### src/verilog/pcr_pkg.sv
package pcr_pkg;
   // ************************************************************
   // Management register addresses.
   // ************************************************************
   localparam logic [4:0] ADDR_CTRL = 5'h00;
   localparam logic [4:0] ADDR_LPA = 5'h05;
   localparam logic [4:0] ADDR_INT = 5'h11;

   // ************************************************************
   // Control register field positions.
   // ************************************************************
   localparam int CTRL_RST = 15;
   localparam int CTRL_LOOP = 14;
   localparam int CTRL_FSPEED = 13;
   localparam int CTRL_AN = 12;
   localparam int CTRL_PWRDN = 11;
   localparam int CTRL_ISO = 10;

   // ************************************************************
   // Interrupt register field positions.
   // ************************************************************
   localparam int INT_PEND = 0;
   localparam int INT_CHG_LO = 1;
   localparam int INT_MASTER = 8;
   localparam int INT_MASK_LO = 9;
   localparam int INT_IRQ_MODE = 14;
   localparam int INT_DUP_IND = 15;

   // Bits kept from a partner ability load; everything else reads zero.
   localparam logic [15:0] LPA_VALID_MASK = 16'hE7FF;

   // ************************************************************
   // Values after reset.
   // ************************************************************
   localparam logic RST_ISO = 1'b0;
   localparam logic RST_LOOP = 1'b0;
   localparam logic RST_AN = 1'b1;
   localparam logic RST_FSPEED = 1'b0;
   localparam logic RST_MASTER = 1'b0;
   localparam logic [2:0] RST_SRC_MASK = 3'h0;
   localparam logic RST_IRQ_MODE = 1'b0;
   localparam logic RST_DUP_IND = 1'b0;

   // ************************************************************
   // Timing: the soft PHY reset lasts at least this long.
   // ************************************************************
   localparam int CLK_PERIOD_NS = 5;
   localparam int SOFT_RST_NS = 1000;
   localparam int SOFT_RST_CYCLES = (SOFT_RST_NS + CLK_PERIOD_NS - 1) / CLK_PERIOD_NS;
endpackage : pcr_pkg

### src/verilog/pcr_chg_if.sv
`timescale 1ns/100ps
// Carries one status source and its sticky change flag.
interface pcr_chg_if;
   logic status; // Current status level.
   logic rd_clr; // Interrupt register read pulse.
   logic flush; // Soft reset in progress.
   logic flag; // Sticky change flag.
   modport det (input status, input rd_clr, input flush, output flag);
   modport ctl (output status, output rd_clr, output flush, input flag);
endinterface : pcr_chg_if

### src/verilog/pcr_chg_det.sv
`timescale 1ns/100ps
// Sticky change detector: a change sets the flag, a read clears it.
module pcr_chg_det #(
   parameter logic INIT = 1'b0
) (
   // Clock and reset.
   input wire logic sys_clk,
   input wire logic rst_n,
   // Source and flag.
   pcr_chg_if.det ch
);
   logic prev_ff; // Status seen last cycle.
   logic flag_ff; // Sticky flag.

   // Track the status every cycle so a change is seen exactly once.
   always_ff @(posedge sys_clk or negedge rst_n) begin
      if (!rst_n) begin
         prev_ff <= INIT;
      end else begin
         prev_ff <= ch.status;
      end
   end

   // A change in the read cycle still sets the flag, so no event is lost.
   always_ff @(posedge sys_clk or negedge rst_n) begin
      if (!rst_n) begin
         flag_ff <= 1'b0;
      end else if (ch.status != prev_ff) begin
         flag_ff <= 1'b1;
      end else if (ch.rd_clr || ch.flush) begin
         flag_ff <= 1'b0;
      end
   end

   assign ch.flag = flag_ff;
endmodule : pcr_chg_det

### src/verilog/pcr_regs.sv
`timescale 1ns/100ps
// Overview of operation
// - Isolate tri-states MII outputs, ignores inputs.
// - Writing zero or reset leaves isolate.
// - Isolate bit reads current isolate state.
// - Power-down bit always reads zero.
// - Pin low or bit zero disables autonegotiation.
// - Writing one or reset re-enables autonegotiation.
// - Pin disable ignores writes; reads value held from before.
// - Software disable: forced bit picks speed.
// - Forced bit otherwise inert; reads written value.
// - Loopback bit set, cleared, or reset clears.
// - Reset bit starts reset, clears itself.
// - Other control writes ignored during reset.
// - Pending bit: unmasked flag set; read clears.
// - Change flags set on change, read clears.
// - Master mask blocks every interrupt.
// - Per-source mask blocks that source.
// - Interrupt mode: tx pin interrupt, rx activity.
// - Duplex indicator mode repurposes indicator pin.
// - Partner ability register is read-only.
// - Partner ability cleared on restart or reset.
module pcr_regs (
   // Clock and reset.
   input wire logic sys_clk,
   input wire logic rst_n,
   // Management access port.
   input wire logic [4:0] mgmt_addr,
   input wire logic mgmt_wr_en,
   input wire logic mgmt_rd_en,
   input wire logic [15:0] mgmt_wdata,
   output logic [15:0] mgmt_rdata,
   output logic mgmt_rvalid,
   // Hardware autonegotiation enable pin.
   input wire logic autoneg_hw_enable_pin,
   // PHY core status.
   input wire logic link_up,
   input wire logic an_speed_100,
   input wire logic full_duplex,
   input wire logic tx_active,
   input wire logic rx_active,
   input wire logic activity,
   // Autonegotiation engine.
   input wire logic an_restart,
   input wire logic lp_load,
   input wire logic [15:0] lp_ability_in,
   // PHY core control.
   output logic phy_soft_reset,
   output logic mii_drive_en,
   output logic mii_isolate,
   output logic autoneg_active,
   output logic speed_100,
   output logic loopback_en,
   // Indicator pins.
   output logic tx_indicator_n,
   output logic rx_indicator_n
);
   // ************************************************************
   // Pin synchroniser and decode.
   // ************************************************************
   logic an_pin_meta_ff; // First stage, read only by the second.
   logic an_pin_ff; // Synchronised autonegotiation pin.

   // Two stages keep a metastable pin level away from the write decode.
   always_ff @(posedge sys_clk or negedge rst_n) begin
      if (!rst_n) begin
         an_pin_meta_ff <= 1'b0;
         an_pin_ff <= 1'b0;
      end else begin
         an_pin_meta_ff <= autoneg_hw_enable_pin;
         an_pin_ff <= an_pin_meta_ff;
      end
   end

   logic wr_ctrl; // Control register write.
   logic wr_int; // Interrupt register write.
   logic rd_int; // Interrupt register read.
   logic busy; // Soft PHY reset running.
   logic rst_start; // Soft reset request.
   assign wr_ctrl = mgmt_wr_en && (mgmt_addr == pcr_pkg::ADDR_CTRL);
   assign wr_int = mgmt_wr_en && (mgmt_addr == pcr_pkg::ADDR_INT);
   assign rd_int = mgmt_rd_en && (mgmt_addr == pcr_pkg::ADDR_INT);
   // Only a one starts a reset; a zero is ignored.
   assign rst_start = wr_ctrl && !busy && mgmt_wdata[pcr_pkg::CTRL_RST];

   // ************************************************************
   // Soft reset timer.
   // ************************************************************
   // The reset bit reads back as busy, so it clears itself.
   pcr_rst_timer #(
      .CYCLES(pcr_pkg::SOFT_RST_CYCLES)
   ) u_timer (
      .sys_clk(sys_clk),
      .rst_n(rst_n),
      .start(rst_start),
      .busy(busy)
   );

   // ************************************************************
   // Control register.
   // ************************************************************
   logic iso_ff; // Isolate state.
   logic an_sw_ff; // Software autonegotiation enable.
   logic fspeed_ff; // Software forced speed.
   logic loop_ff; // Software loopback.
   logic ctrl_ok; // Write may change control bits.
   // Writes during reset, or carrying the reset bit, leave bits alone.
   assign ctrl_ok = wr_ctrl && !busy && !mgmt_wdata[pcr_pkg::CTRL_RST];

   // Isolate, loopback and forced speed take reset values while busy.
   always_ff @(posedge sys_clk or negedge rst_n) begin
      if (!rst_n) begin
         iso_ff <= pcr_pkg::RST_ISO;
         loop_ff <= pcr_pkg::RST_LOOP;
         fspeed_ff <= pcr_pkg::RST_FSPEED;
      end else if (busy) begin
         iso_ff <= pcr_pkg::RST_ISO;
         loop_ff <= pcr_pkg::RST_LOOP;
         fspeed_ff <= pcr_pkg::RST_FSPEED;
      end else if (ctrl_ok) begin
         iso_ff <= mgmt_wdata[pcr_pkg::CTRL_ISO];
         loop_ff <= mgmt_wdata[pcr_pkg::CTRL_LOOP];
         fspeed_ff <= mgmt_wdata[pcr_pkg::CTRL_FSPEED];
      end
   end

   // The enable bit only moves while the pin allows autonegotiation.
   // A soft reset still restores the default, even under a pin disable.
   always_ff @(posedge sys_clk or negedge rst_n) begin
      if (!rst_n) begin
         an_sw_ff <= pcr_pkg::RST_AN;
      end else if (busy) begin
         an_sw_ff <= pcr_pkg::RST_AN;
      end else if (ctrl_ok && an_pin_ff) begin
         an_sw_ff <= mgmt_wdata[pcr_pkg::CTRL_AN];
      end
   end

   // ************************************************************
   // Core control outputs.
   // ************************************************************
   // Isolation drops the MII drivers; management stays alive.
   always_ff @(posedge sys_clk or negedge rst_n) begin
      if (!rst_n) begin
         mii_drive_en <= 1'b0;
         mii_isolate <= pcr_pkg::RST_ISO;
         loopback_en <= pcr_pkg::RST_LOOP;
         phy_soft_reset <= 1'b0;
      end else begin
         mii_drive_en <= !iso_ff;
         mii_isolate <= iso_ff;
         loopback_en <= loop_ff;
         phy_soft_reset <= busy;
      end
   end

   // Forced speed only counts under a software disable.
   always_ff @(posedge sys_clk or negedge rst_n) begin
      if (!rst_n) begin
         autoneg_active <= 1'b0;
         speed_100 <= 1'b0;
      end else begin
         autoneg_active <= an_pin_ff && an_sw_ff;
         if (an_pin_ff && !an_sw_ff) begin
            speed_100 <= fspeed_ff;
         end else begin
            speed_100 <= an_speed_100;
         end
      end
   end

   // ************************************************************
   // Interrupt register.
   // ************************************************************
   logic master_ff; // Master interrupt mask.
   logic [2:0] src_mask_ff; // Link, speed, duplex masks.
   logic irq_mode_ff; // Interrupt mode enable.
   logic dup_ind_ff; // Duplex indicator mode.
   logic [2:0] flags; // Link, speed, duplex change flags.
   logic irq_pend; // Unmasked change pending.

   // Writable mask and mode bits; reserved bits are not stored.
   always_ff @(posedge sys_clk or negedge rst_n) begin
      if (!rst_n) begin
         master_ff <= pcr_pkg::RST_MASTER;
         src_mask_ff <= pcr_pkg::RST_SRC_MASK;
         irq_mode_ff <= pcr_pkg::RST_IRQ_MODE;
         dup_ind_ff <= pcr_pkg::RST_DUP_IND;
      end else if (busy) begin
         master_ff <= pcr_pkg::RST_MASTER;
         src_mask_ff <= pcr_pkg::RST_SRC_MASK;
         irq_mode_ff <= pcr_pkg::RST_IRQ_MODE;
         dup_ind_ff <= pcr_pkg::RST_DUP_IND;
      end else if (wr_int) begin
         master_ff <= mgmt_wdata[pcr_pkg::INT_MASTER];
         src_mask_ff <= mgmt_wdata[pcr_pkg::INT_MASK_LO +: 3];
         irq_mode_ff <= mgmt_wdata[pcr_pkg::INT_IRQ_MODE];
         dup_ind_ff <= mgmt_wdata[pcr_pkg::INT_DUP_IND];
      end
   end

   // One sticky detector per status source.
   pcr_chg_if chg[3] ();
   logic [2:0] src_status;
   assign src_status = {full_duplex, an_speed_100, link_up};
   for (genvar i = 0; i < 3; i++) begin : g_chg
      assign chg[i].status = src_status[i];
      assign chg[i].rd_clr = rd_int;
      assign chg[i].flush = busy;
      assign flags[i] = chg[i].flag;
      pcr_chg_det #(
         .INIT(1'b0)
      ) u_det (
         .sys_clk(sys_clk),
         .rst_n(rst_n),
         .ch(chg[i])
      );
   end

   // Pending is decoded, not stored, so a mask write takes effect at once.
   // Master mask overrides the per-source masks.
   assign irq_pend = !master_ff && |(flags & ~src_mask_ff);

   // ************************************************************
   // Link partner ability.
   // ************************************************************
   logic [15:0] lpa_ff; // Abilities from the remote station.

   // Restart or reset wins over a load in the same cycle.
   always_ff @(posedge sys_clk or negedge rst_n) begin
      if (!rst_n) begin
         lpa_ff <= '0;
      end else if (an_restart || busy) begin
         lpa_ff <= '0;
      end else if (lp_load) begin
         lpa_ff <= lp_ability_in & pcr_pkg::LPA_VALID_MASK;
      end
   end

   // ************************************************************
   // Read path.
   // ************************************************************
   logic [15:0] rd_mux; // Read data for the addressed register.

   // Unmapped addresses read zero; writes to this register do nothing.
   always_comb begin
      rd_mux = '0;
      unique case (mgmt_addr)
         pcr_pkg::ADDR_CTRL: begin
            rd_mux[pcr_pkg::CTRL_RST] = busy;
            rd_mux[pcr_pkg::CTRL_LOOP] = loop_ff;
            rd_mux[pcr_pkg::CTRL_FSPEED] = fspeed_ff;
            rd_mux[pcr_pkg::CTRL_AN] = an_sw_ff;
            rd_mux[pcr_pkg::CTRL_PWRDN] = 1'b0;
            rd_mux[pcr_pkg::CTRL_ISO] = iso_ff;
         end
         pcr_pkg::ADDR_INT: begin
            rd_mux[pcr_pkg::INT_PEND] = irq_pend;
            rd_mux[pcr_pkg::INT_CHG_LO +: 3] = flags;
            rd_mux[pcr_pkg::INT_MASTER] = master_ff;
            rd_mux[pcr_pkg::INT_MASK_LO +: 3] = src_mask_ff;
            rd_mux[pcr_pkg::INT_IRQ_MODE] = irq_mode_ff;
            rd_mux[pcr_pkg::INT_DUP_IND] = dup_ind_ff;
         end
         pcr_pkg::ADDR_LPA: begin
            rd_mux = lpa_ff;
         end
         default: begin
            rd_mux = '0;
         end
      endcase
   end

   // Data is captured before the read clears the flags.
   always_ff @(posedge sys_clk or negedge rst_n) begin
      if (!rst_n) begin
         mgmt_rdata <= '0;
         mgmt_rvalid <= 1'b0;
      end else begin
         mgmt_rvalid <= mgmt_rd_en;
         if (mgmt_rd_en) begin
            mgmt_rdata <= rd_mux;
         end
      end
   end

   // ************************************************************
   // Indicator pins.
   // ************************************************************
   // Interrupt mode takes precedence should both modes be set.
   always_ff @(posedge sys_clk or negedge rst_n) begin
      if (!rst_n) begin
         tx_indicator_n <= 1'b1;
         rx_indicator_n <= 1'b1;
      end else if (irq_mode_ff) begin
         tx_indicator_n <= !irq_pend;
         rx_indicator_n <= !activity;
      end else begin
         tx_indicator_n <= !tx_active;
         rx_indicator_n <= dup_ind_ff ? !full_duplex : !rx_active;
      end
   end

   // ************************************************************
   // Assertions.
   // ************************************************************
   // The window allows one cycle of slack for the registered start pulse.
   localparam int RST_MAX = pcr_pkg::SOFT_RST_CYCLES + 1;
endmodule : pcr_regs

### src/verilog/pcr_rst_timer.sv
`timescale 1ns/100ps
// Holds busy for a fixed number of cycles after a start pulse.
module pcr_rst_timer #(
   parameter int CYCLES = pcr_pkg::SOFT_RST_CYCLES
) (
   // Clock and reset.
   input wire logic sys_clk,
   input wire logic rst_n,
   // Control.
   input wire logic start,
   output logic busy
);
   localparam int CW = $clog2(CYCLES + 1);
   logic [CW-1:0] cnt_ff; // Cycles still to run.

   // Elaboration check: a zero-length interval could never report busy.
   if (CYCLES < 1) begin : g_bad_cycles
      $error("CYCLES must be at least one");
   end

   // A start while busy restarts the full interval.
   always_ff @(posedge sys_clk or negedge rst_n) begin
      if (!rst_n) begin
         cnt_ff <= '0;
      end else if (start) begin
         cnt_ff <= CW'(CYCLES);
      end else if (cnt_ff != '0) begin
         cnt_ff <= cnt_ff - CW'(1);
      end
   end

   assign busy = (cnt_ff != '0);
endmodule : pcr_rst_timer
### config.mk
export PLATFORM = sky130hd
export DESIGN_NAME = pcr_regs
export DESIGN_NICKNAME = d
export VERILOG_FILES = /design/src/verilog/pcr_pkg.sv /design/src/verilog/pcr_chg_if.sv /design/src/verilog/pcr_chg_det.sv /design/src/verilog/pcr_regs.sv /design/src/verilog/pcr_rst_timer.sv
export SDC_FILE = /design/constraint.sdc
export NUM_CORES = 1
export LEC_CHECK = 0
export BUFFER_PORTS_ARGS = -buffer_cell sky130_fd_sc_hd__buf_2
export CORE_ASPECT_RATIO = 1.25
export CORE_MARGIN = 4
export CORE_UTILIZATION = 45
export CTS_CLUSTER_DIAMETER = 30
export CTS_CLUSTER_SIZE = 16
export DETAILED_ROUTE_END_ITERATION = 8
export GPL_TIMING_DRIVEN = 0
export PLACE_DENSITY = 0.8
export SYNTH_ARGS = -nofsm -noshare
export SYNTH_HDL_FRONTEND = slang
export SYNTH_SLANG_ARGS = --single-unit
### constraint.sdc
create_clock -name sys_clk -period 2 [get_ports sys_clk]
set_clock_uncertainty 0.1 [all_clocks]
set_input_delay 0.3 -clock sys_clk [delete_from_list [all_inputs] [get_ports sys_clk]]
set_output_delay 0.3 -clock sys_clk [all_outputs]
set_load 0.01 [all_outputs]
Word-level counts from Yosys, hierarchy flattened --
Cells that the tools add are included. Widths: inputs -> output; s select.
Operators by class: reductions and logical operators 33, muxes and demuxes 34, eq/ne operators 5, bitwise gates (word level) 2, add/subtract/negate cells 1
Operator list (number):
- $mux 16 | 2
- $mux 1 | 22
- $mux 8 | 2
- $reduce_bool 2->1 | 8
- $pmux 2 s3 | 2
- $logic_and 1x1->1 | 10
- $logic_not 1->1 | 10
- $pmux 2 s2 | 2
- $pmux 4 s2 | 1
- $reduce_bool 8->1 | 1
- $sub 8x1->8 const B | 1
- $mux 3 | 2
- $eq 5x3->1 const B | 1
- $eq 5x5->1 const B | 1
- $logic_not 5->1 | 1
- $mux 4 | 1
- $and 3x3->3 | 1
- $ne 1x1->1 | 3
- $not 3->3 | 1
- $reduce_or 3->1 | 1
- $logic_or 1x1->1 | 2
Word-level totals: flip-flop bits (word level) 67

Logic depth before layout (Yosys ltp) --
depth in word-level cells 7, gate-level depth with buffers 8, mapped depth without buffers 6

By module --
From an unflattened synthesis, not the netlist that was laid out.
Unflattened totals: cell total of the unflattened synthesis 261, area total of the unflattened synthesis 2939.1 um^2
By module, submodules not included:
- pcr_regs | area an instance 2255.9 um^2, instances 1, cells an instance 198
- pcr_rst_timer | area an instance 473.0 um^2, instances 1, cells an instance 48
- pcr_chg_det | area an instance 70.1 um^2, instances 3, cells an instance 5

Least setup slack after synthesis --
OpenSTA, ideal clock, no wires.
path kind register -> register, start reg u_timer.cnt_ff[0], end reg lpa_ff[10], cell stages (with the launch flop) 9, path slack 0.349 ns, library setup time 0.073 ns, arrival time 1.479 ns, clock period less this slack 1.651 ns, cell sequence dfrtp_1 -> inv_1 -> ha_1 -> nor3b_2 -> nand3b_2 -> or2_1 -> buf_6 -> buf_6 -> nor2_1
On the way: longest elaborated chain between the ends 3, elaborated cells between the ends (all ways) 4, those cells by class 1 x mux; 3 x reduce/logical
Ends and longest elaborated chain:
- start, declared | RTL line pcr_rst_timer.sv:14 | logic [CW-1:0] cnt_ff;
- start signal, assigned | RTL line pcr_rst_timer.sv:26 | cnt_ff <= CW'(CYCLES);
- start signal, assigned | RTL line pcr_rst_timer.sv:28 | cnt_ff <= cnt_ff - CW'(1);
- $reduce_bool 8->1 * | RTL line pcr_rst_timer.sv:32 | assign busy = (cnt_ff != '0);
- $logic_or 1x1->1 * | RTL line pcr_regs.sv:233 | end else if (an_restart || busy) begin
- $mux 16 / $reduce_bool 2->1 (equally long branches)
- end signal, assigned | RTL line pcr_regs.sv:236 | lpa_ff <= lp_ability_in & pcr_pkg::LPA_VALID_MASK;
- end, declared | RTL line pcr_regs.sv:227 | logic [15:0] lpa_ff;
Every way passes the cells marked *; elsewhere a longest branch is shown, timed or not. A chain may end at the register's enable or synchronous reset.

Worst setup path after layout --
start reg u_timer.cnt_ff[0], end reg lpa_ff[4]
The elaborated chain is that of the path after synthesis.

==> impl_metrics.prom <==
# TYPE chip_impl_metric gauge
chip_impl_metric{name="syn-cell-area",unit="um^2"} 2770
chip_impl_metric{name="synth_top_area_share",unit="%"} 56.01
chip_impl_metric{name="hpwlAfterDp",unit="mm"} 4.741
chip_impl_metric{name="pin_count_of_the_biggest_net_entering_global_routing",unit=""} 43
chip_impl_metric{name="cts_num_sinks",unit=""} 65
chip_impl_metric{name="timing.final.crit_period",unit="ns"} 1.835
chip_impl_metric{name="firstDrtPassIters",unit=""} 5
chip_impl_metric{name="cp.required",unit="ns"} 2.16
chip_impl_metric{name="synth.ff_latch_count",unit=""} 65
chip_impl_metric{name="post-place-ws",unit="ns"} 0.01934
chip_impl_metric{name="insertedDiodeCount",unit=""} 0
chip_impl_metric{name="pwr-share-comb",unit="%"} 7.6
chip_impl_metric{name="f_max",unit="MHz"} 544.9
chip_impl_metric{name="h-tree-depth",unit=""} 3
chip_impl_metric{name="synth_nets",unit=""} 297
chip_impl_metric{name="clockBufferDepth",unit=""} 2
chip_impl_info{name="layout.cells.most_common_list",value="buf_2, dfrtp_1, nor2_1"} 1
chip_impl_metric{name="power_switching_share",unit="%"} 22.43
chip_impl_info{name="layout.cells.most_common",value="buf_2"} 1
chip_impl_metric{name="layout_worst_path_cycle_share",unit="%"} 91.76
chip_impl_metric{name="numCtsBuffers",unit=""} 9
chip_impl_metric{name="worstSkewPairLatency",unit="ns"} 0.33
chip_impl_metric{name="coreArea",unit="um^2"} 5896
chip_impl_metric{name="final-instance-count-excl-fill",unit=""} 413
chip_impl_info{name="status",value="complete, no violations"} 1
chip_impl_metric{name="core.rowCount",unit=""} 31
chip_impl_metric{name="placedInstanceArea",unit="um^2"} 3203
chip_impl_metric{name="setup_total_negative_slack",unit="ns"} 0
chip_impl_metric{name="routed_wirelength",unit="mm"} 6.321
chip_impl_metric{name="grt.overflow.total",unit=""} 0
chip_impl_metric{name="layout.filler_cells",unit=""} 540
chip_impl_metric{name="syn-mean-instance-area",unit="um^2"} 11.26
chip_impl_metric{name="fin_worst_hold_slack",unit="ns"} 0.02954
chip_impl_metric{name="wire_per_inst",unit="um"} 15.31
chip_impl_metric{name="drtIter0Drc",unit=""} 107
chip_impl_metric{name="dieArea",unit="um^2"} 7483
chip_impl_info{name="dominant_cells_by_area_after_synthesis",value="dfrtp_1, mux2i_1, nor2_1, dfstp_2, nand3_1"} 1
chip_impl_info{name="cts-root-buf",value="clkbuf_8"} 1
chip_impl_metric{name="die_height",unit="um"} 95.72
chip_impl_metric{name="cp.arrival",unit="ns"} 2.00
chip_impl_metric{name="initial_core_util",unit="%"} 46.99
chip_impl_metric{name="flow.area_growth_from_synthesis",unit="%"} 25.11
chip_impl_metric{name="timing.slew.headroom",unit="%"} 49.94
chip_impl_metric{name="ys.warnings.count",unit=""} 0
chip_impl_metric{name="detail_route.vias_per_cell",unit=""} 5.218
chip_impl_metric{name="cellInternalPower",unit="uW"} 2036
chip_impl_metric{name="multiInputGateArea",unit="um^2"} 1040
chip_impl_metric{name="final_report_hold_violation_count",unit=""} 0
chip_impl_metric{name="drc_errors",unit=""} 0
chip_impl_info{name="cts_tree",value="yes"} 1
chip_impl_metric{name="place.detailed.instances",unit=""} 391
chip_impl_metric{name="port_buffers",unit=""} 62
chip_impl_metric{name="layout.nets",unit=""} 377
chip_impl_metric{name="yosysSeqAreaShare",unit="%"} 58.85
chip_impl_metric{name="power.density",unit="nW/um^2"} 757.3
chip_impl_metric{name="place.gp.congestion",unit=""} 0.8513
chip_impl_metric{name="grt.total_usage",unit="%"} 18.63
chip_impl_metric{name="worst_slack",unit="ns"} 0.1649
chip_impl_info{name="critical_path_class",value="flip-flop to flip-flop"} 1
chip_impl_metric{name="register_area",unit="um^2"} 1630
chip_impl_metric{name="hold-path-cell-count",unit=""} 2
chip_impl_metric{name="maxcap_violations",unit=""} 0
chip_impl_metric{name="pwr-share-clk",unit="%"} 40.7
chip_impl_metric{name="worst_setup_hold_path_clk_slew",unit="ns"} 0.07
chip_impl_metric{name="layout-drive-gt1-share",unit="%"} 29.61
chip_impl_info{name="rsz0062_at_grt",value="false"} 1
chip_impl_metric{name="num_io_pins",unit=""} 75
chip_impl_metric{name="drv_slew",unit=""} 0
chip_impl_metric{name="post-route-cell-area",unit="um^2"} 3466
chip_impl_metric{name="route.antenna.remaining_nets",unit=""} 0
chip_impl_metric{name="vdd_drop_max",unit="V"} 0.0004275
chip_impl_metric{name="worst-slew-pin-transition",unit="ns"} 0.7508
chip_impl_metric{name="die_x",unit="um"} 78.18
chip_impl_metric{name="leakage_power_figure",unit="uW"} 0.001661
chip_impl_metric{name="routed-via-count",unit=""} 2155
chip_impl_info{name="synthDominantAreaCellType",value="dfrtp_1"} 1
chip_impl_metric{name="via_count_of_the_first_global_routing_pass",unit=""} 2237
chip_impl_metric{name="antenna_found_initial",unit=""} 0
chip_impl_metric{name="timing.critical_path.fanout_max",unit=""} 10
chip_impl_metric{name="finalSetupViolations",unit=""} 0
chip_impl_info{name="hold_class",value="primary input to flip-flop"} 1
chip_impl_metric{name="post_synth_inst_count",unit=""} 246
chip_impl_metric{name="cts_post_setup_buffers_inserted",unit=""} 0
chip_impl_metric{name="r2r.worst_path.cells",unit=""} 8
chip_impl_metric{name="switchingPower",unit="uW"} 588.9
chip_impl_metric{name="synth_cell_type_count",unit=""} 46
chip_impl_info{name="worstSetupEndpointType",value="flip-flop"} 1
chip_impl_metric{name="sequentialPowerShare",unit="%"} 51.8
chip_impl_info{name="timing.critical_path.from_type",value="flip-flop"} 1
chip_impl_metric{name="grt_first_pass_wirelength",unit="mm"} 10.65
==> through the flow <==
step	util (%)	total power, uW
floorplan	-	1461
global placement	53.99	1565
detailed placement	54.33	1576
CTS	58.40	2661
global route	58.79	2751
finish	58.79	2625
==> flip-flops by register name, summed over array words and instances, names as in the netlist, 3 cells and up <==
signal,cells
mgmt_rdata,16
g_chg.u_det.ch.flag,3
g_chg.u_det.prev_ff,3
lpa_ff,14
u_timer.cnt_ff,8
src_mask_ff,3
==> final cells by class <==
type,instances,share of cell area [%]
Clock buffer,13,4.296
Buffer,12,2.094
Clock inverter,3,1.155
Tap cell,82,2.960
Multi-Input combinational cell,158,30.00
Sequential cell,65,47.04
Timing Repair Buffer,69,11.26
Inverter,11,1.191
==> layer usage <==
metal  vias to the layer above  GRT usage (%)  wire [um]
li1                       1022              -          -
met1                      1070          22.28       2624
met2                        56          31.93       3309
met3                         7          5.805        311
met4                         0          6.560         75
met5                         -              0          0
==> final timing paths <==
check	startpoint	to	slack, ns
hold / removal	tx_active	tx_indicator_n	0.03
setup reg to reg	u_timer.cnt_ff[0]	lpa_ff[4]	0.16
max in group asynchronous	rst_n	an_sw_ff	0.75
setup / recovery	u_timer.cnt_ff[0]	lpa_ff[4]	0.16
min in group asynchronous	rst_n	u_timer.cnt_ff[1]	0.38
hold reg to reg	an_pin_meta_ff	an_pin_ff	0.25
==> cells by family after synthesis <==
| logic type | count (synthesis) | synth area share (%) |
|---|---|---|
| AO/OA/AOI/OAI | 45 | 10.75 |
| XOR/XNOR | 4 | 1.265 |
| adder cells (fa/ha/maj) | 1 | 0.4516 |
| buffers and inverters | 23 | 4.064 |
| flip-flops | 65 | 58.85 |
| multiplexers | 24 | 8.762 |
| AND/OR/NAND/NOR | 84 | 15.85 |
==> cell usage after synthesis (all sizes together) <==
cell type	count
a22oi	3
clkbuf	4
clkinv	1
o21a	3
nor2b	1
nor2	34
and4	1
nand2b	5
nand2	12
inv	10
nand3b	1
nor4	2
or3b	1
a21o	3
a21oi	10
or2	1
nor3	2
a221oi	6
a222oi	1
mux2	2
mux2i	22
o2bb2ai	2
and3	1
dfrtp	62
nand4	3
or3	1
dfstp	3
a32oi	1
a22o	2
xor2	4
ha	1
and2	3
nand3	15
nor3b	1
a31oi	1
o31ai	1
buf	8
o21ai	12
==> power by group through the flow <==
stage / Combinational (uW) / Sequential, uW / Clock (uW)
detailed placement: 193 / 1380 / 0
CTS: 201 / 1360 / 1100
floorplan: 72.7 / 1390 / 0
global route: 223 / 1360 / 1170
global placement: 183 / 1380 / 0
finish: 198 / 1360 / 1070
==> what timing repair did <==
action / in CTS / in global routing
resized for setup: 1 / 3
endpoints found under the setup margin: 1 / 7
endpoints found under the hold margin: 25 / 1
hold buffers: 5 / 1
==> worst max-delay path, cell delays in order (launching register included) <==
cell,delay [ns]
dfrtp_1,0.41
inv_1,0.07
ha_2,0.20
nor3b_4,0.21
nand3b_2,0.15
or2_1,0.24
buf_6,0.13
buf_6,0.13
nor2_1,0.10
Note: power is estimated with default switching activity, not from simulation.
